[src/pkg/irf_consts.svh]
// Purpose: Offsets, field positions, reset values and timing counts for the IR event block
// Assumes: 25 MHz core clock, register index times four is the byte address
// Notes:   Definitions only
//
// Operation
// - Extended slow and medium send configured start flags
// - Four-bit code decodes to per-mode start-flag counts
// - Start-flag code ignored in basic slow, fast
// - Fast mode: sixteen preambles then long start flag
// - Event register holds eight flags, bit 7 down
// - Enable bit gates same-position event interrupt
// - Flags set even while their enable is 0
// - Transmit-empty set when FIFO and shifter empty
// - Medium/fast underrun halts transmit until enable toggles
// - Transmit-low follows count below transmit threshold
// - Receive mode forces transmit-low enable to 0
// - Receive-high on threshold or timeout in receive
// - Timeout sets line status bit; data read clears
// - Receive-high held 0 in transmit or idle
// - Slow timeout: 32 bit times without a read
// - Medium/fast timeout: 69.5 us without a read
// - Frame-end flag when last byte reaches head
// - Length-overflow when payload exceeds sixteen-bit maximum
// - CRC error flag; CRC32 fast, CRC16 otherwise
// - Full FIFO: overrun flag, byte dropped, no CRC
// - Slow modes: missing stop bit sets flag
// - Enable bits select idle, transmit or receive
`ifndef IRF_CONSTS_SVH
`define IRF_CONSTS_SVH

// ----------------------------------------------------------------
// Register indices
// ----------------------------------------------------------------
`define IRF_IDX_ENABLE 4'h1
`define IRF_IDX_FLAGS  4'h2
`define IRF_IDX_LSTAT  4'h3
`define IRF_IDX_CTRL1  4'h4
`define IRF_IDX_MODE   4'h6
`define IRF_IDX_CTRL2  4'h7
`define IRF_IDX_THR    4'h8
`define IRF_IDX_MAXL   4'hB
`define IRF_IDX_MAXH   4'hC

// ----------------------------------------------------------------
// Field positions
// ----------------------------------------------------------------
`define IRF_B_TXE   7
`define IRF_B_TXL   6
`define IRF_B_RXH   5
`define IRF_B_EOF   4
`define IRF_B_MLE   3
`define IRF_B_CRC   2
`define IRF_B_OVR   1
`define IRF_B_STOP  0
`define IRF_B_RXEN  1
`define IRF_B_TXEN  0
`define IRF_B_SPEED 5
`define IRF_STICKY  8'h9F

// ----------------------------------------------------------------
// Reset values
// ----------------------------------------------------------------
`define IRF_RST_BYTE 8'h00
`define IRF_RST_MAX  16'hFFFF

// ----------------------------------------------------------------
// Timing and framing
// ----------------------------------------------------------------
`define IRF_CLK_PERIOD_NS 40
`define IRF_MID_TOUT_NS   69500
`define IRF_MID_TOUT_CYC  ((`IRF_MID_TOUT_NS + `IRF_CLK_PERIOD_NS - 1) / `IRF_CLK_PERIOD_NS)
`define IRF_TOUT_BITS     32
`define IRF_PREAMBLE_SYMS 5'h10
`define IRF_FIFO_DEPTH    32

`endif

[src/pkg/irf_pkg.sv]
// Purpose: Types for the IR event block
// Assumes: Used with irf_consts.svh
// Notes:   State of the block is one packed struct
package irf_pkg;

    typedef enum logic [1:0] {XFER_SLOW, XFER_EXT, XFER_MID, XFER_FAST} irf_xfer_type;
    typedef enum logic [1:0] {OP_IDLE, OP_TX, OP_RX} irf_op_type;

    typedef struct packed {
        logic [7:0]   enable;
        logic [7:0]   flags;
        logic         rxhTout;
        logic         tout;
        logic [1:0]   ctrl1;
        irf_xfer_type xfer;
        logic [2:0]   speed;
        logic [7:0]   ctrl2;
        logic [7:0]   thr;
        logic [15:0]  maxSize;
        logic [16:0]  lenCnt;
        logic         lenDone;
        logic [19:0]  toutCnt;
        logic         emptyPrev;
        logic         frameOpen;
        logic         halted;
        logic         waitReq;
        logic [7:0]   rdata;
        logic         intReq;
        logic [5:0]   sfcOut;
        logic [4:0]   preamble;
        logic         crc32;
        logic         rxAccept;
    } irf_state_type;

endpackage

[src/hdl/irf_event_flags.sv]
// Purpose: Event flags, enables, receive timeout and start-flag setting of an IR link
// Assumes: Datapath supplies FIFO count and one-cycle event pulses on core_clk
// Notes:   Avalon-MM slave, one wait state per access
`timescale 1ns/1ns
`include "irf_consts.svh"

module irf_event_flags
    import irf_pkg::*;
#(
    parameter int CLK_HZ     = 25000000,
    parameter int FIFO_DEPTH = `IRF_FIFO_DEPTH
)(
    input  wire logic        core_clk,
    input  wire logic        nrst,
    input  wire logic [5:0]  avs_address,
    input  wire logic        avs_read,
    input  wire logic        avs_write,
    input  wire logic [31:0] avs_writedata,
    input  wire logic [3:0]  avs_byteenable,
    output logic [31:0]      avs_readdata,
    output logic             avs_waitrequest,
    input  wire logic [5:0]  fifoCount,
    input  wire logic        txShifterEmpty,
    input  wire logic        txFifoWrite,
    input  wire logic        txFrameEndWritten,
    input  wire logic        rxShifterDone,
    input  wire logic        rxFrameStart,
    input  wire logic        rxPayloadByte,
    input  wire logic        rxLastAtHead,
    input  wire logic        rxCrcBad,
    input  wire logic        rxStopMissing,
    input  wire logic        fifoRead,
    output logic             intReq,
    output logic [5:0]       startFlagCount,
    output logic [4:0]       preambleSymbols,
    output logic             useCrc32,
    output logic             txDataAllowed,
    output logic             rxAccept
);

    // ----------------------------------------------------------------
    // Timeout limits
    // ----------------------------------------------------------------
    localparam int LIM_2400   = (`IRF_TOUT_BITS * CLK_HZ + 2399) / 2400;
    localparam int LIM_9600   = (`IRF_TOUT_BITS * CLK_HZ + 9599) / 9600;
    localparam int LIM_19200  = (`IRF_TOUT_BITS * CLK_HZ + 19199) / 19200;
    localparam int LIM_38400  = (`IRF_TOUT_BITS * CLK_HZ + 38399) / 38400;
    localparam int LIM_57600  = (`IRF_TOUT_BITS * CLK_HZ + 57599) / 57600;
    localparam int LIM_115200 = (`IRF_TOUT_BITS * CLK_HZ + 115199) / 115200;
    localparam int LIM_MID    = `IRF_MID_TOUT_CYC;

    function automatic logic [19:0] toutLimit(input irf_xfer_type x, input logic [2:0] s);
        logic [19:0] r;
        r = 20'(LIM_MID);
        if (x == XFER_SLOW || x == XFER_EXT)
        begin
            case (s)
                3'h0:    r = 20'(LIM_2400);
                3'h1:    r = 20'(LIM_9600);
                3'h2:    r = 20'(LIM_19200);
                3'h3:    r = 20'(LIM_38400);
                3'h4:    r = 20'(LIM_57600);
                default: r = 20'(LIM_115200);
            endcase
        end
        return r;
    endfunction

    function automatic logic [5:0] thrLevel(input logic [3:0] c);
        return {1'b0, c, 1'b0};
    endfunction

    // Reserved codes and unused modes give no start flags
    function automatic logic [5:0] sfcDecode(input irf_xfer_type x, input logic [3:0] c);
        logic [5:0] r;
        r = 6'h00;
        if (x == XFER_EXT)
        begin
            case (c)
                4'h0:    r = 6'h01;
                4'h1:    r = 6'h02;
                4'h2:    r = 6'h03;
                4'h3:    r = 6'h04;
                4'h4:    r = 6'h05;
                4'h5:    r = 6'h07;
                4'h6:    r = 6'h09;
                4'h7:    r = 6'h0D;
                4'h8:    r = 6'h11;
                4'h9:    r = 6'h19;
                4'hA:    r = 6'h31;
                default: r = 6'h00;
            endcase
        end
        else if (x == XFER_MID)
        begin
            case (c)
                4'h0:    r = 6'h02;
                4'h1:    r = 6'h03;
                4'h2:    r = 6'h04;
                4'h3:    r = 6'h05;
                4'h4:    r = 6'h08;
                4'h5:    r = 6'h0C;
                4'h6:    r = 6'h10;
                4'h7:    r = 6'h18;
                default: r = 6'h00;
            endcase
        end
        return r;
    endfunction

    // ----------------------------------------------------------------
    // State
    // ----------------------------------------------------------------
    irf_state_type s_q;
    irf_state_type s_d;
    irf_op_type    opMode;
    logic [3:0]    regIdx;
    logic          accept;
    logic          doWrite;
    logic          doRead;
    logic          txEmpty;
    logic          fastLink;
    logic          slowLink;
    logic          pushOk;
    logic          toutFire;
    logic [19:0]   limit;
    logic [7:0]    setMask;
    logic [7:0]    clrMask;
    logic [7:0]    rdMux;

    always_comb
    begin
        if (s_q.ctrl1[`IRF_B_RXEN])
            opMode = OP_RX;
        else if (s_q.ctrl1[`IRF_B_TXEN])
            opMode = OP_TX;
        else
            opMode = OP_IDLE;
    end

    assign regIdx   = avs_address[5:2];
    assign accept   = (avs_read || avs_write) && !s_q.waitReq;
    assign doWrite  = accept && avs_write && avs_byteenable[0];
    assign doRead   = accept && avs_read;
    assign txEmpty  = (fifoCount == 6'h00) && txShifterEmpty;
    assign fastLink = (s_q.xfer == XFER_MID) || (s_q.xfer == XFER_FAST);
    assign slowLink = !fastLink;
    assign pushOk   = rxShifterDone && s_q.rxAccept;
    assign limit    = toutLimit(s_q.xfer, s_q.speed);
    assign toutFire = (opMode == OP_RX) && (fifoCount != 6'h00) && !pushOk && !fifoRead
                      && (s_q.toutCnt == limit - 20'h1);

    always_comb
    begin
        case (regIdx)
            `IRF_IDX_ENABLE: rdMux = s_q.enable;
            `IRF_IDX_FLAGS:  rdMux = s_q.flags;
            `IRF_IDX_LSTAT:  rdMux = {fifoCount, 1'b0, s_q.tout};
            `IRF_IDX_CTRL1:  rdMux = {6'h00, s_q.ctrl1};
            `IRF_IDX_MODE:   rdMux = {s_q.speed, 3'h0, s_q.xfer};
            `IRF_IDX_CTRL2:  rdMux = s_q.ctrl2;
            `IRF_IDX_THR:    rdMux = s_q.thr;
            `IRF_IDX_MAXL:   rdMux = s_q.maxSize[7:0];
            `IRF_IDX_MAXH:   rdMux = s_q.maxSize[15:8];
            default:         rdMux = 8'h00;
        endcase
    end

    // ----------------------------------------------------------------
    // Next state
    // ----------------------------------------------------------------
    always_comb
    begin
        s_d = s_q;
        setMask = 8'h00;
        clrMask = 8'h00;

        s_d.waitReq = !((avs_read || avs_write) && s_q.waitReq);
        if ((avs_read || avs_write) && s_q.waitReq)
            s_d.rdata = avs_read ? rdMux : 8'h00;

        if (doWrite)
        begin
            case (regIdx)
                `IRF_IDX_ENABLE: s_d.enable  = avs_writedata[7:0];
                `IRF_IDX_CTRL1:  s_d.ctrl1   = avs_writedata[1:0];
                `IRF_IDX_MODE:
                begin
                    s_d.xfer  = irf_xfer_type'(avs_writedata[1:0]);
                    s_d.speed = avs_writedata[7:5];
                end
                `IRF_IDX_CTRL2:  s_d.ctrl2   = avs_writedata[7:0];
                `IRF_IDX_THR:    s_d.thr     = avs_writedata[7:0];
                `IRF_IDX_MAXL:   s_d.maxSize[7:0]  = avs_writedata[7:0];
                `IRF_IDX_MAXH:   s_d.maxSize[15:8] = avs_writedata[7:0];
                default:         s_d.enable  = s_q.enable;
            endcase
        end
        if (opMode == OP_RX)
            s_d.enable[`IRF_B_TXL] = 1'b0;

        // Only bits the reader actually saw are cleared
        if (doRead && regIdx == `IRF_IDX_FLAGS)
            clrMask = s_q.rdata & `IRF_STICKY;

        // Transmit side
        s_d.emptyPrev = txEmpty;
        if (opMode == OP_TX && txEmpty && !s_q.emptyPrev)
            setMask[`IRF_B_TXE] = 1'b1;
        if (opMode == OP_TX && txFifoWrite)
            s_d.frameOpen = 1'b1;
        if (txFrameEndWritten)
            s_d.frameOpen = 1'b0;
        if (opMode == OP_TX && fastLink && txEmpty && !s_q.emptyPrev && s_q.frameOpen)
            s_d.halted = 1'b1;
        if (!s_q.ctrl1[`IRF_B_TXEN])
            s_d.halted = 1'b0;

        // Receive timeout counter restarts on every push or read
        if (opMode != OP_RX || fifoCount == 6'h00 || pushOk || fifoRead)
            s_d.toutCnt = 20'h0;
        else if (s_q.toutCnt < limit)
            s_d.toutCnt = s_q.toutCnt + 20'h1;
        if (fifoRead)
        begin
            s_d.tout    = 1'b0;
            s_d.rxhTout = 1'b0;
        end
        if (toutFire)
        begin
            s_d.tout    = 1'b1;
            s_d.rxhTout = 1'b1;
        end
        if (opMode != OP_RX)
            s_d.rxhTout = 1'b0;

        // Receive events
        if (opMode == OP_RX)
        begin
            if (rxLastAtHead)
                setMask[`IRF_B_EOF] = 1'b1;
            if (rxCrcBad)
                setMask[`IRF_B_CRC] = 1'b1;
            if (rxShifterDone && fifoCount >= 6'(FIFO_DEPTH))
                setMask[`IRF_B_OVR] = 1'b1;
            if (rxStopMissing && slowLink)
                setMask[`IRF_B_STOP] = 1'b1;
        end
        if (rxFrameStart)
        begin
            s_d.lenCnt  = 17'h0;
            s_d.lenDone = 1'b0;
        end
        else if (opMode == OP_RX && rxPayloadByte && !s_q.lenDone)
        begin
            if (s_q.lenCnt == {1'b0, s_q.maxSize})
            begin
                setMask[`IRF_B_MLE] = 1'b1;
                s_d.lenDone = 1'b1;
            end
            else
                s_d.lenCnt = s_q.lenCnt + 17'h1;
        end

        // Set wins over a clear in the same cycle
        s_d.flags = (s_q.flags & ~clrMask) | setMask;
        s_d.flags[`IRF_B_TXL] = (opMode != OP_RX) && (fifoCount < thrLevel(s_q.thr[3:0]));
        s_d.flags[`IRF_B_RXH] = (opMode == OP_RX)
            && ((fifoCount >= thrLevel(s_q.thr[7:4])) || s_d.rxhTout);

        s_d.intReq = |(s_q.flags & s_q.enable)
                     || (s_q.tout && s_q.enable[`IRF_B_RXH]);

        s_d.sfcOut   = sfcDecode(s_q.xfer, s_q.ctrl2[3:0]);
        s_d.preamble = (s_q.xfer == XFER_FAST) ? `IRF_PREAMBLE_SYMS : 5'h00;
        s_d.crc32    = (s_q.xfer == XFER_FAST);
        s_d.rxAccept = (fifoCount < 6'(FIFO_DEPTH));
    end

    always_ff @(posedge core_clk or negedge nrst)
    begin
        if (!nrst)
        begin
            s_q          <= '0;
            s_q.maxSize  <= `IRF_RST_MAX;
            s_q.waitReq  <= 1'b1;
            s_q.emptyPrev <= 1'b1;
            s_q.rxAccept <= 1'b1;
        end
        else
            s_q <= s_d;
    end

    assign avs_readdata    = {24'h0, s_q.rdata};
    assign avs_waitrequest = s_q.waitReq;
    assign intReq          = s_q.intReq;
    assign startFlagCount  = s_q.sfcOut;
    assign preambleSymbols = s_q.preamble;
    assign useCrc32        = s_q.crc32;
    assign txDataAllowed   = !s_q.halted;
    assign rxAccept        = s_q.rxAccept;
endmodule // irf_event_flags

[config.mk]
export PLATFORM = sky130hd
export DESIGN_NAME = irf_event_flags
export DESIGN_NICKNAME = d
export VERILOG_FILES = /design/src/pkg/irf_pkg.sv /design/src/hdl/irf_event_flags.sv
export VERILOG_INCLUDE_DIRS = /design/src /design/src/pkg
export SDC_FILE = /design/constraint.sdc
export NUM_CORES = 1
export LEC_CHECK = 0
export BUFFER_PORTS_ARGS = -buffer_cell sky130_fd_sc_hd__buf_2
export CAP_MARGIN = 40
export CORE_MARGIN = 2
export CORE_UTILIZATION = 60
export CTS_CLUSTER_DIAMETER = 150
export DETAILED_ROUTE_END_ITERATION = 8
export PLACE_DENSITY_LB_ADDON = 0.1
export SYNTH_ARGS = -nofsm -noshare
export SYNTH_HDL_FRONTEND = slang
export SYNTH_SLANG_ARGS = --single-unit
[constraint.sdc]
create_clock -name core_clk -period 8.6 [get_ports core_clk]
set_input_delay 1.29 -clock core_clk [delete_from_list [all_inputs] [get_ports core_clk]]
set_output_delay 1.29 -clock core_clk [all_outputs]
set_load 0.01 [all_outputs]
==> results, run 1 <==
- The run finished with clean final reports.
- The net count reported at finish is 897.
- The cell area reported after detailed placement is 7470 sq um.
- The final critical-path share of the clock period is 43.5%.
- The register cell area after layout is 2930 sq um.
- The number of hold violations in the final report is 0.
- The slowest cell on the critical path is sky130_fd_sc_hd__dfrtp_1.
- For the finished layout, the period the worst path requires is approximately 3700 ps.
- The die span in y is 115 um.
- The average instance in the mapped netlist occupies ~9.5 sq um.
- The number of setup buffers added after CTS is 0.
- The worst setup skew after layout is 8.10 ps.
- The number of detailed-routing iterations run before antenna repair is 5.
- The transition time of the tightest slew-check pin is a little over 900 ps.
- The number of antenna violations at the first check in global routing is 0.
- The worst voltage drop across the vdd grid is 0.000151 V.
- The total congestion overflow after global routing is 0.
- The met1 usage in global routing is a little over two fifths.
- The core region area is 12000 sq um.
- The portion of the post-synthesis area used by sequential elements is between 30% and 40%.
- The wire length of the first global-routing pass is 31000 um.
- The clock buffer count from CTS is 17.
- The worst-case setup slack after placement is 4780 ps.
- The endpoint arrival time on the critical path is 4050 ps.
- In the synthesized netlist, the number of instances is 778.
- The boundary pin count is 110.
- TritonCTS built the clock tree.
- The number of distinct library cells after synthesis is 79.
- The clock transition at the registers of the reported paths is 60 ps.
- For met2 alone, demand over resource in global routing was 48.6%.
- The critical path goes through clkinv_1 > o21ai_0 > inv_1 > ha_1 > nand2_1 > a2111o_1 > a31oi_2 > buf_4 > nor4_1 > o21a_1.
- The critical path in this run is classified as flop to flop.
- The proportion of layout cells with a drive suffix above 1 is around a fifth.
- The number of nets with antenna violations after detailed routing is 0.
- The post-synthesis instance area is 7360 sq um.
- The tool flagged a number of max-cap violations equal to 0.
- The detailed router placed 6159 vias in this run.
- Once layout is done, the placed cells without fillers occupy 8090 sq um.
- The number of fill cells in the layout is about 960.
- The worst max-slew margin expressed relative to the limit is roughly two fifths.
- For this run, asynchronously set or reset flops after synthesis account for 100%.
- The quantity of I/O buffers inserted on ports is 52.
- The initial DRC count is between 500 and 600.
- CTS placed an instance of sky130_fd_sc_hd__clkbuf_16 at the clock tree root.
- In this run the static leakage power is 3.52 nW.
- The register bit total from synthesis is 116.
- For this run, the total global-route usage over all layers was measured as between 30% and 40%.
- The number of hold buffers added after CTS was 0.
- The number of synthesis warnings is 0.
- At the worst endpoint, the required time is between 8000 and 9000 ps.
- Dividing the detail-routed via count by the number of cells gives 6.40.
- The total clock sinks is 116.
- The kind of end point of the critical path is a flop.
- The final number of max-transition violations is 0.
- The min-delay analysis places its worst path in the category flop to flop.
- The average wire length per cell after detail routing is 19.8 um.
- The clock reaches the later pin of the worst-skew pair after 430 ps.
- The number of global-route vias before repair is 5961.
- The highest net fanout along the worst path is 22.
- The overall die area is about 13000 sq um.
- After routing, the total negative slack on setup checks comes to 0 ps.
- Compared with the post-synthesis result, the final layout area differs by 9.82%.
- In this run, post-CTS repair resized a total of 0 instances.
- Dividing total power by cell area gives a power density of 214 nW/um^2.
- The most used flip-flop cell after synthesis is sky130_fd_sc_hd__dfrtp_1.
- The met3 track demand over resource in global routing is 6.22%.
- The DRC violations left is 0.
- The buffer depth of the longest clock path is 2.
- CTS built an H-tree with a depth of 4.
- The number of antenna diodes in the final layout is 0.
- The post-DP HPWL is 13800 um.
- Entering global routing, the biggest net connects 66 pins.
- For this run, the slowest stage of the critical path takes between 800 and 900 ps.
- Summing all multi-input logic gate instances after layout gives slightly below 4000 sq um.
- The worst path meets setup with ~5000 ps of slack.
- The most heavily used metal layer in global routing is met2.
- Row generation in the floorplan step produced 40 rows.
- The overall die width is 115 um.
- The final layout contains routed wiring with a total length of 19100 um.
- The starting utilization of the core area is about 61%.
- Counting flops with a built-in enable in the synthesized netlist gives 0.
- Setup repair after global routing left no endpoint under its margin.
- Setup violations remaining at the end of the flow were counted as 0.
- The achievable clock frequency is 0.267 GHz.
- The placer's final routability congestion estimate is 0.939.
- The launching element type of the critical path is a flop.
- The hold slack is between 400 and 500 ps.
-- per-layer routing --
layer  vias up  share of wire, %
met5         -                 0
met2       258                48
li1       2820                 -
met3        34               6.9
met1      3047                43
met4         0               2.0
-- path summary, 6_finish.rpt --
path                                             startpoint                     endpoint  slack [ps]  cells after the start
worst max-delay path                   s_q[100]$_DFFE_PN0P_          s_q[44]$_DFFE_PN0P_        4860                     10
worst max register to register         s_q[100]$_DFFE_PN0P_          s_q[44]$_DFFE_PN0P_        4860                     10
worst min-delay path            avs_readdata[6]$_DFFE_PN0P_  avs_readdata[6]$_DFFE_PN0P_         480                      2
max in group asynchronous                              nrst          s_q[47]$_DFFE_PN0P_        6420                      2
min in group asynchronous                              nrst          s_q[43]$_DFFE_PN0P_         900                      1
worst min register to register  avs_readdata[6]$_DFFE_PN0P_  avs_readdata[6]$_DFFE_PN0P_         480                      2
-- through the flow --
stage               instances  power (mW)  utilization [%]
finish                    963        1.73             67.3
global route              963        1.80             67.3
CTS                       963        1.73             67.3
detailed placement        931       0.994             62.2
global placement          929       0.978             62.0
floorplan                 805       0.910                -
-- cell usage after synthesis, drive strengths merged (16+ instances only) --
| cell type | n | area (sq um) |
|---|---|---|
| dfstp | 19 | 499 |
| nand2 | 62 | 233 |
| inv | 36 | 135 |
| a21oi | 38 | 190 |
| nor2 | 44 | 168 |
| buf | 56 | 404 |
| ha | 32 | 400 |
| mux2 | 43 | 488 |
| nand3 | 20 | 100 |
| o31ai | 16 | 120 |
| xnor2 | 22 | 193 |
| o21ai | 51 | 255 |
| clkbuf | 22 | 82.6 |
| dfrtp | 97 | 2430 |
-- cells in the final DEF (no fill, tap or decap), drive strengths merged, types with 23 or more instances in the layout --
cell type / count
a21oi: 38
buf: 57
clkbuf: 23
conb: 28
dfrtp: 97
ha: 32
inv: 36
mux2: 43
nand2: 62
nor2: 44
o21ai: 51
-- flip-flops by register name (all words and copies together) (netlist names) --
name and flops:
preambleSymbols 1, startFlagCount 6, avs_waitrequest 1, avs_readdata 8, s_q 98, rxAccept 1, intReq 1
-- kinds of logic after synthesis --
kind of cell	synth area share [%]
flops	39.8
simple gates	18.5
mux	7.85
compound gates	16.5
other cells	0.0509
fa+ha+maj	5.44
buf+inv	8.50
xor+xnor	3.45
-- final cells by class --
class	count	area share, %
Tap cell	147	2.27
Timing Repair Buffer	57	3.76
Clock buffer	23	6.04
Clock inverter	9	1.56
Inverter	37	1.72
Multi-Input combinational cell	574	48.5
Sequential cell	116	36.2
-- report_power, final --
group          switching, mW  internal (mW)
registers             0.0778          0.617
logic                  0.169          0.130
clock network          0.253          0.484
total                  0.500           1.23
-- worst max-delay path, delay by kind of cell (launching register included) --
family,cells,cell delay [ps]
AOI/OAI and AO/OA,4,1440
adders and majority gates,1,300
buffers and inverters,3,910
DFF,1,810
and+or+nand+nor,2,150
Note: power is estimated with default switching activity, not from simulation.
==> inputs of run 2 (changes only) <==
--- a/config.mk
+++ b/config.mk
@@ -9,7 +9,7 @@
 export BUFFER_PORTS_ARGS = -buffer_cell sky130_fd_sc_hd__buf_2
 export CAP_MARGIN = 40
 export CORE_MARGIN = 2
-export CORE_UTILIZATION = 60
+export CORE_UTILIZATION = 52
 export CTS_CLUSTER_DIAMETER = 150
 export DETAILED_ROUTE_END_ITERATION = 8
 export PLACE_DENSITY_LB_ADDON = 0.1
==> constraint.sdc (replaced) <==
create_clock -name core_clk -period 3.3 [get_ports core_clk]
set_input_delay 0.495 -clock core_clk [delete_from_list [all_inputs] [get_ports core_clk]]
set_output_delay 0.495 -clock core_clk [all_outputs]
set_load 0.01 [all_outputs]
==> run 2 against run 1 <==
  * Final cell count grew 5.1%
  * Fmax rose by 21%
  * Clock skew grew 3.0 ps
  * Global-route usage fell by 3.9 points
  * Critical path type unchanged
  * Largest power group unchanged
==> results, run 2 (synthesis gave the netlist of run 1 again) <==
- The power per unit of standard cell area is 561 nW/um^2 (was 214 nW/um^2).
- The switching part of the total is 27.7% (was 28.9%).
- The number of inserted diodes is 0 (unchanged).
- The post-DP HPWL is 14100 um (was 13800 um).
- The slowest cell on the critical path was sky130_fd_sc_hd__or4_1 (was sky130_fd_sc_hd__dfrtp_1).
- The number of nets with antenna violations after detailed routing is 0 (unchanged).
- The sequential cell fraction of total power is 37.9% (was 40.1%).
- The sum of routed wire length over all layers is 19200 um (was 19100 um).
- The clock buffer count from CTS is 17 (unchanged).
- The endpoint arrival time on the critical path was 3440 ps (was 4050 ps).
- The worst min-delay path class is input pin to async pin (was flop to flop).
- The core region area is 13900 sq um (was 12000 sq um).
- The flip-flop count of the largest register, all copies and words added was 98 (unchanged).
- The total clock sinks is 116 (unchanged).
- Leading cell types in the layout, fill and taps excluded: sky130_fd_sc_hd__dfrtp_1, sky130_fd_sc_hd__nand2_1, sky130_fd_sc_hd__buf_2 (unchanged).
- The cell at the root of the clock tree was sky130_fd_sc_hd__clkbuf_16 (unchanged).
- The total congestion overflow after global routing was 0 (unchanged).
- The number of cell rows is 43 (was 40).
- The starting utilization of the core area came to 53.0% (was 61.3%).
- The register containing the most flip-flops in the final layout was s_q (unchanged).
- The multi-input gate area in the final layout is 3920 sq um (unchanged).
- Run status: finished clean (unchanged).
- The clock tree from TritonCTS was done (unchanged).
- The worst max-slew margin expressed relative to the limit is 48.4% (was 39.1%).
- The final critical-path share of the clock period is 94.0% (was 43.5%).
- The placer's final routability congestion estimate is 0.910 (was 0.939).
- The final-report setup violation count is 0 (unchanged).
- The maximum single-stage delay on the critical path came to 520 ps (was 810 ps).
- Setup repair after global routing missed its margin: false (unchanged).
- The clock group share of total power is 44.0% (was 42.6%).
- The H-tree depth reported by CTS is 4 (unchanged).
- The number of antenna violations at the first check in global routing was 0 (unchanged).
- The source-to-sink clock delay at the later pin of the worst-skew pair is 420 ps (was 430 ps).
- The quantity of I/O buffers inserted on ports is 52 (unchanged).
- The internal power was 3.37 mW (was 1.23 mW).
- The number of hold violations in the final report came to 0 (unchanged).
- The number of detailed-routing iterations run before antenna repair is 5 (unchanged).
- The total of cells resized after clock tree synthesis is 0 (unchanged).
- The number of setup buffers added after CTS is 0 (unchanged).
- The worst voltage drop across the vdd grid is 0.000439 V (was 0.000151 V).
- The required time at the worst-slack endpoint is 3640 ps (was 8910 ps).
- The cell area reported after detailed placement was 7670 sq um (was 7470 sq um).
- The classification of the worst setup path is flop to flop (unchanged).
- The fraction of power consumed by combinational cells is 18.0% (was 17.3%).
- The highest net fanout along the worst path was 38 (was 22).
- The final critical path time including I/O delays and setup is 3100 ps (was 3740 ps).
- The buffer depth of the longest clock path is 2 (unchanged).
- The initial DRC count is 532 (was 515).
- The number of global-route vias before repair is 5804 (was 5961).
- The die span in y came to 123 um (was 115 um).
- The overall track demand over capacity in global routing is 26.5% (was 30.4%).
- The launching element type of the critical path is a flop (unchanged).
- The proportion of layout cells with a drive suffix above 1 was 20.9% (was 19.5%).
- The count of maximum capacitance violations is 0 (unchanged).
- The worst setup skew after layout is 11.1 ps (was 8.10 ps).
- The number of fill cells in the layout was 1219 (was 958).
- The area of all placed cells without fillers was 8330 sq um (was 8090 sq um).
- The via count is 6107 (was 6159).
- CP cell instances: or3b_2 > or2_2 > ha_1 > nor3_1 > o2111ai_1 > nor2_1 > a31oi_2 > buf_12 > or4_1 > a21oi_1 (was clkinv_1 > o21ai_0 > inv_1 > ha_1 > nand2_1 > a2111o_1 > a31oi_2 > buf_4 > nor4_1 > o21a_1).
- The worst path buffer plus inverter count was 1 (was 3).
- The achievable clock frequency was 0.322 GHz (was 0.267 GHz).
- The boundary pin count is 110 (unchanged).
- The leakage power total was 3.63 nW (was 3.52 nW).
- The final number of max-transition violations is 0 (unchanged).
- The overall die area is 15100 sq um (was 13200 sq um).
- The category of cells accounting for the largest share of critical-path delay is simple AND/OR/NAND/NOR gates (was compound AO/OA/AOI/OAI gates).
- The total net switching power is 1.29 mW (was 0.500 mW).
- The total power is 4.67 mW (was 1.73 mW).
- The post-route setup TNS came to 0 ps (unchanged).
- The most common library cell in the layout ignoring fill and taps was sky130_fd_sc_hd__dfrtp_1 (unchanged).
- The maximum number of pins on one net before global-route repair is 67 (was 66).
- The kind of end point of the critical path is a flop (unchanged).
- The clock transition at the registers of the reported paths is 60 ps (about the same).
- The net count reported at finish is 913 (was 897).
- The average wire length per cell after detail routing is 19.0 um (was 19.8 um).
- The average via count per standard cell is 6.03 (was 6.40).
- The register cell area after layout is 2930 sq um (unchanged).
- The area overhead of the layout relative to synthesis is 13.1% (was 9.82%).
- The quantity of hold-fixing buffers added after cts came to 0 (unchanged).
- The DRC violations left is 0 (unchanged).
- The transition time of the tightest slew-check pin is 764 ps (was 912 ps).
- The wire length of the first global-routing pass came to 30500 um (was 31000 um).
- The overall die width was 123 um (was 115 um).
## run 2: changes by cell type in the layout (fill, tap and decap cells not counted), sizes merged
cell,before,now
buf,57,73
bufinv,3,5
clkinv,6,4
## run 2: path summary, 6_finish.rpt
| check | endpoint | slack [ps] | startpoint | depth (start not counted) |
|---|---|---|---|---|
| worst max register to register | s_q[33]$_DFFE_PN0P_ | 200 | s_q[100]$_DFFE_PN0P_ | 10 |
| worst min register to register | avs_readdata[6]$_DFFE_PN0P_ | 490 | avs_readdata[6]$_DFFE_PN0P_ | 2 |
| worst min-delay path | s_q[38]$_DFFE_PN0P_ | 50 | nrst | 2 |
| min in group core_clk | s_q[24]$_DFFE_PN0P_ | 230 | txFrameEndWritten | 2 |
| max in group asynchronous | avs_waitrequest$_DFF_PN1_ | 2560 | nrst | 3 |
| worst max-delay path | s_q[33]$_DFFE_PN0P_ | 200 | s_q[100]$_DFFE_PN0P_ | 10 |
## run 2: metal layers
layer	up-vias	global-route usage [%]	part of all wire, %
met5	-	0	0
met4	0	7.32	1.3
met3	27	4.52	5.2
met2	195	43.3	48
met1	3032	36.5	45
li1	2853	-	-
## run 2: metrics by stage
stage,instances,setup WS (ps),utilization [%],hold WS (ps)
floorplan,805,388,-,199
global placement,979,273,55.1,469
detailed placement,980,221,55.3,485
CTS,1012,196,60.0,60.5
global route,1012,19.9,60.0,65.7
finish,1012,198,60.0,55.0
## run 2: power groups by stage
stage / clock, mW / combinational, mW / sequential [mW]
2_1_floorplan: 0 / 0.648 / 1.72
3_3_place_gp: 0 / 0.807 / 1.79
3_5_place_dp: 0 / 0.835 / 1.79
4_1_cts: 2.08 / 0.839 / 1.77
5_1_grt: 2.13 / 0.938 / 1.79
6_report: 2.05 / 0.842 / 1.77
## run 2: final cells by class
cell class	instances	area share, %
multi-input cells	574	47.0
well taps	180	2.70
inverters	37	1.67
flip-flops and latches	116	35.1
clock buffers	23	5.74
repair buffers	73	5.59
clock inverters	9	2.12
